===== src/loopback_params.svh =====
// Constants of the packet test-mode loopback block.
// Assumes one 100 MHz clock and an outside framer giving block and slot events.
`ifndef LOOPBACK_PARAMS_SVH
`define LOOPBACK_PARAMS_SVH
`define PAYLOAD_W     32
`define NUM_TS        8
`define RTD_BLOCKS    2'h2
`define RTD_MIN       1
`define RTD_MAX_EXCL  6
`define BANKS         4
`define PN_SEED       15'h7fff
`define SKIP_NONE     4'h0
`endif


===== src/loopback_pkg.sv =====
// Types shared by the packet test-mode loopback block.
// Assumes the message decoder upstream fills msg_s from the air message.
package loopback_pkg;
	typedef enum logic [2:0] {
		MSG_NONE        = 3'b000,
		MSG_TEST_MODE   = 3'b001,
		MSG_MAINT_ACT   = 3'b010,
		MSG_MAINT_DEACT = 3'b011,
		MSG_AUDIO_TEST  = 3'b100
	} msg_kind_e;

	typedef enum logic [1:0] {
		TM_IDLE    = 2'b00,
		TM_REQUEST = 2'b01,
		TM_ACTIVE  = 2'b10
	} tm_state_e;

	typedef struct packed {
		logic [3:0] skip;
		msg_kind_e  kind;
		logic [2:0] dl_offset;
		logic [1:0] radio_prio;
		logic [3:0] thr_class;
		logic       loop_mode;
		logic       multislot;
		logic [2:0] audio_func;
	} msg_s;

	typedef struct packed {
		logic [2:0]  tn;
		logic [31:0] payload;
	} dl_block_s;
endpackage


===== src/packet_test_loopback.sv =====
// Mobile-side logic of the packet test mode, maintenance interface and audio test.
// Assumes decoded messages, slot masks and block ticks come from the modem core.
`timescale 1ns/1ps
`include "loopback_params.svh"

module packet_test_loopback
	import loopback_pkg::*;
(
	input  wire logic                  ref_clk,          // System clock.
	input  wire logic                  rst_n,            // Async reset, low.
	input  wire logic                  msg_valid,        // Decoded message strobe.
	input  wire msg_s                  msg,              // Decoded message fields.
	input  wire logic                  ul_flow_active,   // Uplink flow exists.
	input  wire logic                  dl_flow_active,   // Downlink flow exists.
	input  wire logic                  contention_done,  // Contention resolved.
	input  wire logic [7:0]            dl_ts_mask,       // Active downlink slots.
	input  wire logic [7:0]            ul_ts_mask,       // Active uplink slots.
	input  wire logic                  block_tick,       // Radio block boundary.
	input  wire logic                  dl_valid,         // Downlink data block.
	input  wire dl_block_s             dl_blk,           // Slot and payload.
	input  wire logic                  dl_ctrl_valid,    // Downlink control block.
	input  wire logic                  ul_req,           // Uplink slot due.
	input  wire logic [2:0]            ul_tn,            // Uplink slot number.
	input  wire logic                  poll_req,         // Slot was polled.
	input  wire logic                  test_sim_present, // Test card inserted.
	input  wire logic                  maint_rx_ready,   // Ready for frames.
	input  wire logic                  audio_test_on,    // Speech from test port.
	output logic                       flow_req,         // Request uplink flow.
	output logic                       realloc_req,      // Request reallocation.
	output logic                       test_mode,        // Test mode in force.
	output logic                       ul_valid,         // Uplink block ready.
	output logic                       ul_ctrl,          // Block is control.
	output logic [`PAYLOAD_W-1:0]      ul_payload,       // Uplink payload.
	output logic                       ctrl_resp,        // Answer control block.
	output logic                       maint_active,     // Maintenance on.
	output logic                       maint_ack,        // Activation ack.
	output logic                       maint_resume,     // Flow-control resume.
	output logic [2:0]                 audio_func        // Audio test function.
);

	tm_state_e                 state_r;
	tm_state_e                 state_nxt;
	logic [1:0]                prio_r;
	logic [3:0]                class_r;
	logic [2:0]                offset_r;
	logic                      loop_r;
	logic                      multi_r;
	logic [14:0]               pn_r;
	logic [1:0]                wr_bank_r;
	logic [`BANKS*`NUM_TS-1:0] held_r;
	logic [`PAYLOAD_W-1:0]     mem [0:`BANKS*`NUM_TS-1];
	logic                      sim_d_r;
	logic                      resumed_r;
	logic                      msg_ok;
	logic                      cmd_test;
	logic                      needs_realloc;
	logic [1:0]                rd_bank;
	logic [2:0]                dl_rank_w;
	logic [2:0]                ul_rank_w;
	logic [3:0]                dl_count;
	logic [2:0]                src_rank;
	logic [4:0]                rd_idx;
	logic                      use_loop;
	logic [46:0]               pn_next;

	// Advances the x^15+x^14+1 generator by one payload word.
	function automatic logic [46:0] pn_step(input logic [14:0] s);
		logic [14:0]           t;
		logic [`PAYLOAD_W-1:0] w;
		t = s;
		w = '0;
		for (int i = 0; i < `PAYLOAD_W; i++) begin
			w = {w[`PAYLOAD_W-2:0], t[14]};
			t = {t[13:0], t[14] ^ t[13]};
		end
		return {t, w};
	endfunction

	// Position of a downlink slot counted from the offset, inactive slots skipped.
	function automatic logic [2:0] dl_rank(input logic [7:0] m, input logic [2:0] off,
		input logic [2:0] tn);
		logic [2:0] r;
		logic [2:0] s;
		logic       hit;
		r = '0;
		hit = 1'b0;
		for (int i = 0; i < `NUM_TS; i++) begin
			s = off + i[2:0];
			if (s == tn) begin
				hit = 1'b1;
			end else if (!hit && m[s]) begin
				r = r + 3'h1;
			end
		end
		return r;
	endfunction

	// Position of an uplink slot counted from slot zero.
	function automatic logic [2:0] ul_rank(input logic [7:0] m, input logic [2:0] tn);
		logic [2:0] r;
		r = '0;
		for (int i = 0; i < `NUM_TS; i++) begin
			if (i[2:0] < tn && m[i]) begin
				r = r + 3'h1;
			end
		end
		return r;
	endfunction

	function automatic logic [3:0] pop8(input logic [7:0] m);
		logic [3:0] c;
		c = '0;
		for (int i = 0; i < `NUM_TS; i++) begin
			c = c + {3'h0, m[i]};
		end
		return c;
	endfunction

	assign msg_ok = msg_valid && (msg.skip == `SKIP_NONE);
	assign cmd_test = msg_ok && (msg.kind == MSG_TEST_MODE);
	assign needs_realloc = (msg.radio_prio != prio_r) || (msg.thr_class != class_r);

	// Test-mode sequencing.
	always_comb begin
		state_nxt = state_r;
		case (state_r)
			TM_IDLE: begin
				if (cmd_test) begin
					state_nxt = ul_flow_active ? TM_ACTIVE : TM_REQUEST;
				end
			end
			TM_REQUEST: begin
				if (ul_flow_active) begin
					state_nxt = TM_ACTIVE;
				end
			end
			TM_ACTIVE: begin
				if (!ul_flow_active) begin
					state_nxt = TM_IDLE;
				end
			end
			default: begin
				state_nxt = TM_IDLE;
			end
		endcase
	end

	always_ff @(posedge ref_clk or negedge rst_n) begin
		if (!rst_n) begin
			state_r <= TM_IDLE;
			test_mode <= 1'b0;
		end else begin
			state_r <= state_nxt;
			test_mode <= (state_nxt == TM_ACTIVE);
		end
	end

	// Flow requests and the commanded parameters.
	always_ff @(posedge ref_clk or negedge rst_n) begin
		if (!rst_n) begin
			flow_req <= 1'b0;
			realloc_req <= 1'b0;
			prio_r <= '0;
			class_r <= '0;
			offset_r <= '0;
			loop_r <= 1'b0;
			multi_r <= 1'b0;
		end else begin
			flow_req <= cmd_test && !ul_flow_active;
			realloc_req <= cmd_test && ul_flow_active && needs_realloc;
			if (cmd_test) begin
				prio_r <= msg.radio_prio;
				class_r <= msg.thr_class;
				offset_r <= msg.dl_offset;
				loop_r <= msg.loop_mode;
				multi_r <= msg.multislot;
			end
		end
	end

	// Downlink payloads are banked per radio block and per slot position.
	assign dl_rank_w = dl_rank(dl_ts_mask, offset_r, dl_blk.tn);
	assign rd_bank = wr_bank_r - `RTD_BLOCKS;

	always_ff @(posedge ref_clk or negedge rst_n) begin
		if (!rst_n) begin
			wr_bank_r <= '0;
		end else if (block_tick) begin
			wr_bank_r <= wr_bank_r + 2'h1;
		end
	end

	generate
		for (genvar g = 0; g < `BANKS*`NUM_TS; g++) begin : g_held
			always_ff @(posedge ref_clk or negedge rst_n) begin
				if (!rst_n) begin
					held_r[g] <= 1'b0;
				end else if (dl_valid && {wr_bank_r, dl_rank_w} == 5'(g)) begin
					held_r[g] <= 1'b1;
				end else if (block_tick && 2'(wr_bank_r + 2'h1) == 2'(g / `NUM_TS)) begin
					held_r[g] <= 1'b0;
				end
			end
		end
	endgenerate

	always_ff @(posedge ref_clk) begin
		if (dl_valid) begin
			mem[{wr_bank_r, dl_rank_w}] <= dl_blk.payload;
		end
	end

	// Choice of the source slot for an uplink block.
	assign ul_rank_w = ul_rank(ul_ts_mask, ul_tn);
	assign dl_count = pop8(dl_ts_mask);

	always_comb begin
		if (!multi_r || dl_count <= 4'h1) begin
			src_rank = 3'h0;
		end else if ({1'b0, ul_rank_w} >= dl_count) begin
			src_rank = dl_count[2:0] - 3'h1;
		end else begin
			src_rank = ul_rank_w;
		end
	end

	assign rd_idx = {rd_bank, src_rank};
	assign use_loop = loop_r && dl_flow_active && contention_done && held_r[rd_idx];
	assign pn_next = pn_step(pn_r);

	// Uplink block assembly; polled slots carry control blocks.
	always_ff @(posedge ref_clk or negedge rst_n) begin
		if (!rst_n) begin
			ul_valid <= 1'b0;
			ul_ctrl <= 1'b0;
			ul_payload <= '0;
			pn_r <= `PN_SEED;
		end else begin
			ul_valid <= ul_req && (test_mode || poll_req);
			ul_ctrl <= ul_req && poll_req;
			if (ul_req && poll_req) begin
				ul_payload <= '0;
			end else if (ul_req && test_mode && use_loop) begin
				ul_payload <= mem[rd_idx];
			end else if (ul_req && test_mode) begin
				ul_payload <= pn_next[`PAYLOAD_W-1:0];
				pn_r <= pn_next[46:32];
			end
		end
	end

	always_ff @(posedge ref_clk or negedge rst_n) begin
		if (!rst_n) begin
			ctrl_resp <= 1'b0;
		end else begin
			ctrl_resp <= dl_ctrl_valid;
		end
	end

	// Maintenance interface activation and its one-time resume.
	always_ff @(posedge ref_clk or negedge rst_n) begin
		if (!rst_n) begin
			sim_d_r <= 1'b0;
			maint_active <= 1'b0;
			maint_ack <= 1'b0;
			maint_resume <= 1'b0;
			resumed_r <= 1'b0;
		end else begin
			sim_d_r <= test_sim_present;
			maint_ack <= msg_ok && msg.kind == MSG_MAINT_ACT;
			maint_resume <= 1'b0;
			if (!test_sim_present || (msg_ok && msg.kind == MSG_MAINT_DEACT)) begin
				maint_active <= 1'b0;
				resumed_r <= 1'b0;
			end else if ((test_sim_present && !sim_d_r) ||
				(msg_ok && msg.kind == MSG_MAINT_ACT)) begin
				maint_active <= 1'b1;
			end else if (maint_active && maint_rx_ready && !resumed_r) begin
				maint_resume <= 1'b1;
				resumed_r <= 1'b1;
			end
		end
	end

	// Audio test function: while audio_test_on is high, each new command replaces the one in force.
	always_ff @(posedge ref_clk or negedge rst_n) begin
		if (!rst_n) begin
			audio_func <= '0;
		end else if (msg_ok && msg.kind == MSG_AUDIO_TEST && audio_test_on) begin
			audio_func <= msg.audio_func;
		end
	end

endmodule // packet_test_loopback


===== config.mk =====
export PLATFORM = sky130hd
export DESIGN_NAME = packet_test_loopback
export DESIGN_NICKNAME = d
export VERILOG_FILES = /design/src/loopback_pkg.sv /design/src/packet_test_loopback.sv
export VERILOG_INCLUDE_DIRS = /design/src
export SDC_FILE = /design/constraint.sdc
export NUM_CORES = 2
export LEC_CHECK = 0
export BUFFER_PORTS_ARGS = -buffer_cell sky130_fd_sc_hd__buf_4
export CORE_ASPECT_RATIO = 2
export CORE_MARGIN = 3
export CORE_UTILIZATION = 55
export DETAILED_ROUTE_END_ITERATION = 6
export PLACE_DENSITY = 0.75
export SYNTH_ARGS = -nofsm -noshare
export SYNTH_HDL_FRONTEND = slang
export SYNTH_SLANG_ARGS = --single-unit

===== constraint.sdc =====
create_clock -name ref_clk -period 6.83 [get_ports ref_clk]
set_clock_uncertainty 0.2 [all_clocks]
set_input_delay 1.0245 -clock ref_clk [delete_from_list [all_inputs] [get_ports ref_clk]]
set_output_delay 1.0245 -clock ref_clk [all_outputs]
set_load 0.02 [all_outputs]

==> metrics.log <==
[metrics] status: complete, but fails checks
[metrics] violated checks: setup timing
[metrics] standby leakage power: 20.2 nW
[metrics] Placement Rows: 149
[metrics] yosys warns: 0
[metrics] syn_nets: 3,201
[metrics] CTS Hold Bufs: 0
[metrics] Starting Density: between 50% and 60%
[metrics] Max-slew headroom: 23.4%
[metrics] FF-to-FF setup slack: 340 ps
[metrics] Remaining DRCs: 0
[metrics] worst vdd ir: 0.000242 V
[metrics] element type at the critical path start: input pin
[metrics] Die Y-Extent: 416 µm
[metrics] instance count of the mapped netlist: 3,082
[metrics] area of the die: 87,800 µm²
[metrics] pin slew with the least headroom to its limit: around 1100 ps
[metrics] largest incremental delay on the critical path: around 400 ps
[metrics] type of the worst setup path: in -> reg
[metrics] via/cell ratio: 6.52
[metrics] RSZ-0062 raised after global routing: yes
[metrics] proportion of layout cells with a drive suffix above 1: a little over a quarter
[metrics] drt initial violations: roughly 3,000
[metrics] die boundary width: 211 µm
[metrics] worst skew pair latency: roughly 700 ps
[metrics] hold crit path type: in -> async
[metrics] Peak Freq: about 140 MHz
[metrics] clock tree root driver cell: sky130_fd_sc_hd__clkbuf_16
[metrics] overall routing resource usage: 30.6%
[metrics] required time at the endpoint of the critical path: 7210 ps
[metrics] share of flip-flops with an asynchronous set or reset after synthesis: 9.54%
[metrics] remaining global-route overflow: 0
[metrics] CTS tree: built
[metrics] cell count after placement: 4,415
[metrics] initial antenna violation count: 4
[metrics] Critical path origin: ul_tn[2]
[metrics] cell count of the worst reg-to-reg path: 28
[metrics] TritonCTS buffer count: 90
[metrics] count of fill cells added during filler insertion: 5,180
[metrics] Design Power: 19.3 mW
[metrics] final routed wire length divided by cell count: 30.1 µm
[metrics] Crit. End Element: flip-flop
[metrics] final number of hold-violating endpoints: 0
[metrics] port bufs: 131
[metrics] post-synthesis sequential element count: 1,132
[metrics] final setup violation count: 47
[metrics] time the final worst path needs with I/O delays and setup: 7110 ps
[metrics] Pins Over Slew Limit: 0
[metrics] max_cap viols: 0
[metrics] most used cell, CP: sky130_fd_sc_hd__ha_4
[metrics] via count: about 30,000
[metrics] Pwr Density: around 340 nW/µm²
[metrics] launch instance of the worst register-to-register path: offset_r[1]
[metrics] drt pass-1 iters: 6
[metrics] Syn Area/Cell: roughly 15 µm²
[metrics] end of the critical path: ul_payload[8]
[metrics] number of cells on the critical path: 34
[metrics] fraction of the yosys area taken by sequential cells: 72.4%
[metrics] vias in the first global route: 31,102
[metrics] non-filler cells, final: roughly 4,700
[metrics] commonest cells after routing, fill and taps aside: sky130_fd_sc_hd__edfxtp_1 (1,024), sky130_fd_sc_hd__nand2_1 (455), sky130_fd_sc_hd__buf_4 (373)
[metrics] HPWL after detailed placement: 87.3 mm
[metrics] Final Worst Setup Slack: -276 ps
[metrics] signal arrival time at the worst endpoint: approximately 7500 ps
[metrics] count of cell types in the netlist: 70
[metrics] most common library cell in the layout ignoring fill and taps: sky130_fd_sc_hd__edfxtp_1
[metrics] clock tree buffer depth: 3
[metrics] RR Endpoint: mem[12][17]
[metrics] worst setup timing slack at the placement stage: -1330 ps
[metrics] htree depth: 3
[metrics] most frequently used flop master after synthesis: sky130_fd_sc_hd__edfxtp_1
[metrics] NumNets Final: approximately 3,600
[metrics] final core utilization: 68.8%
[metrics] number of enable-type register cells in the synthesized netlist: 1,024
[metrics] WP buf/inv: 7
[metrics] worst slack on hold paths: 159 ps
[metrics] final wirelength: 140 mm
[metrics] area growth from synthesis to final layout: 23.4%
[metrics] critical path's top delay family: compound AO/OA/AOI/OAI gates
[metrics] Tcrit/Tclk final: 104%
[metrics] Netlist Area Pre-Place: 46,200 µm²
[metrics] critical path peak fanout: 13
[metrics] routability congestion estimate: 0.887
[metrics] Clock transition at path regs: 70 ps
[metrics] number of routed nets with antenna violations: 0
[metrics] number of top-level design ports: 133
[metrics] Floorplan Core Area: 83,000 µm²
[metrics] maximum number of pins on one net before global-route repair: 64
[metrics] wire length of the first global-routing pass: 196 mm
[metrics] clock net sink count: 1,132
[metrics] slowest stage cell on the critical path: sky130_fd_sc_hd__xor3_2
==> cells in the mapped netlist, types with 4 or more instances <==
cell type | count | share of area (%)
sky130_fd_sc_hd__a211o_1 | 32 | 0.61
sky130_fd_sc_hd__a211oi_1 | 8 | 0.13
sky130_fd_sc_hd__a21o_1 | 6 | 0.097
sky130_fd_sc_hd__a21oi_1 | 237 | 2.6
sky130_fd_sc_hd__a221oi_1 | 32 | 0.61
sky130_fd_sc_hd__a22oi_1 | 35 | 0.57
sky130_fd_sc_hd__a31oi_1 | 7 | 0.095
sky130_fd_sc_hd__a32o_1 | 34 | 0.74
sky130_fd_sc_hd__a32oi_1 | 32 | 0.61
sky130_fd_sc_hd__and2_1 | 7 | 0.095
sky130_fd_sc_hd__and3_1 | 39 | 0.53
sky130_fd_sc_hd__buf_1 | 16 | 0.13
sky130_fd_sc_hd__buf_2 | 50 | 0.54
sky130_fd_sc_hd__buf_4 | 14 | 0.23
sky130_fd_sc_hd__clkbuf_1 | 115 | 0.93
sky130_fd_sc_hd__dfrtp_1 | 93 | 5.0
sky130_fd_sc_hd__dfstp_2 | 15 | 0.85
sky130_fd_sc_hd__edfxtp_1 | 1024 | 66
sky130_fd_sc_hd__fa_1 | 4 | 0.17
sky130_fd_sc_hd__ha_1 | 26 | 0.70
sky130_fd_sc_hd__inv_1 | 41 | 0.33
sky130_fd_sc_hd__mux2_2 | 18 | 0.44
sky130_fd_sc_hd__mux2i_1 | 317 | 6.9
sky130_fd_sc_hd__mux4_2 | 9 | 0.44
sky130_fd_sc_hd__nand2_1 | 463 | 3.8
sky130_fd_sc_hd__nand3_1 | 11 | 0.12
sky130_fd_sc_hd__nand4_1 | 10 | 0.14
sky130_fd_sc_hd__nor2_1 | 32 | 0.26
sky130_fd_sc_hd__nor3_1 | 36 | 0.39
sky130_fd_sc_hd__nor4_1 | 35 | 0.47
sky130_fd_sc_hd__o211ai_2 | 6 | 0.16
sky130_fd_sc_hd__o21ai_0 | 42 | 0.45
sky130_fd_sc_hd__o221ai_1 | 10 | 0.19
sky130_fd_sc_hd__o221ai_2 | 17 | 0.55
sky130_fd_sc_hd__o22ai_1 | 65 | 0.88
sky130_fd_sc_hd__o32ai_1 | 32 | 0.61
sky130_fd_sc_hd__or3_1 | 6 | 0.081
sky130_fd_sc_hd__xnor2_1 | 50 | 0.95
sky130_fd_sc_hd__xor2_1 | 14 | 0.27
==> worst min path at each step <==
stage                     startpoint           end  slack, ps  cells after the start
after global placement     resumed_r  maint_resume        210                      1
after floorplan            resumed_r  maint_resume        200                      1
after CTS                      rst_n        loop_r        140                      1
after global routing           rst_n        loop_r        190                      1
after detailed placement   resumed_r  maint_resume        230                      1
final                          rst_n        loop_r        160                      1
==> kinds of logic after synthesis <==
kind of cell             Yosys count  share of synthesized area, %
buffers and inverters            240                          2.25
adder cells (fa/ha/maj)           30                         0.877
AND/OR/NAND/NOR                  653                          6.08
flip-flops                      1132                          72.4
AO/OA/AOI/OAI                    613                          9.20
XOR/XNOR                          69                          1.44
multiplexers                     345                          7.79
==> flip-flops by register name, indices dropped and copies added, names as in the netlist, 2 cells and up <==
| signal | count |
|---|---|
| audio_func | 3 |
| ul_payload | 32 |
| prio_r | 2 |
| wr_bank_r | 2 |
| mem | 1024 |
| class_r | 4 |
| state_r | 2 |
| pn_r | 15 |
| held_r | 32 |
| offset_r | 3 |
==> area by class of cell <==
class                   instances  area [µm²]  area share (%)
diodes                          4        10.0          0.0175
clock buffers                 111        2390            4.19
clock inverters                56         644            1.13
inverters                      42         158           0.276
multi-input cells            1713       13000            22.9
flip-flops and latches       1132       33500            58.7
well taps                    1057        1320            2.32
repair buffers                537        6010            10.5
==> stage by stage <==
step	area (µm²)	setup TNS, ps
floorplan	46700	-3610
global placement	52000	-38030
detailed placement	52000	-151960
CTS	55800	-138
global route	57000	-14890
finish	57100	-9050
==> layer usage <==
layer | up-vias | part of all wire, % | wire length, µm | GRT usage [%]
met4 | 0 | 9.5 | 13300 | 23.3
li1 | 12749 | - | - | -
met3 | 594 | 7.9 | 11100 | 5.28
met1 | 15146 | 31 | 43700 | 32.5
met2 | 1850 | 51 | 71900 | 53.8
met5 | - | 0 | 0 | 0
==> power by group <==
group	switching [mW]	internal [mW]
logic	3.25	2.15
registers	0.224	8.29
clock network	2.45	2.94
==> repair_timing <==
item	in CTS	in global routing
cloned	9	13
pin swaps	18	58
setup endpoints to repair	47	1065
resized for setup	64	121
buffers inserted	19	29
Note: power is estimated with default switching activity, not from simulation.
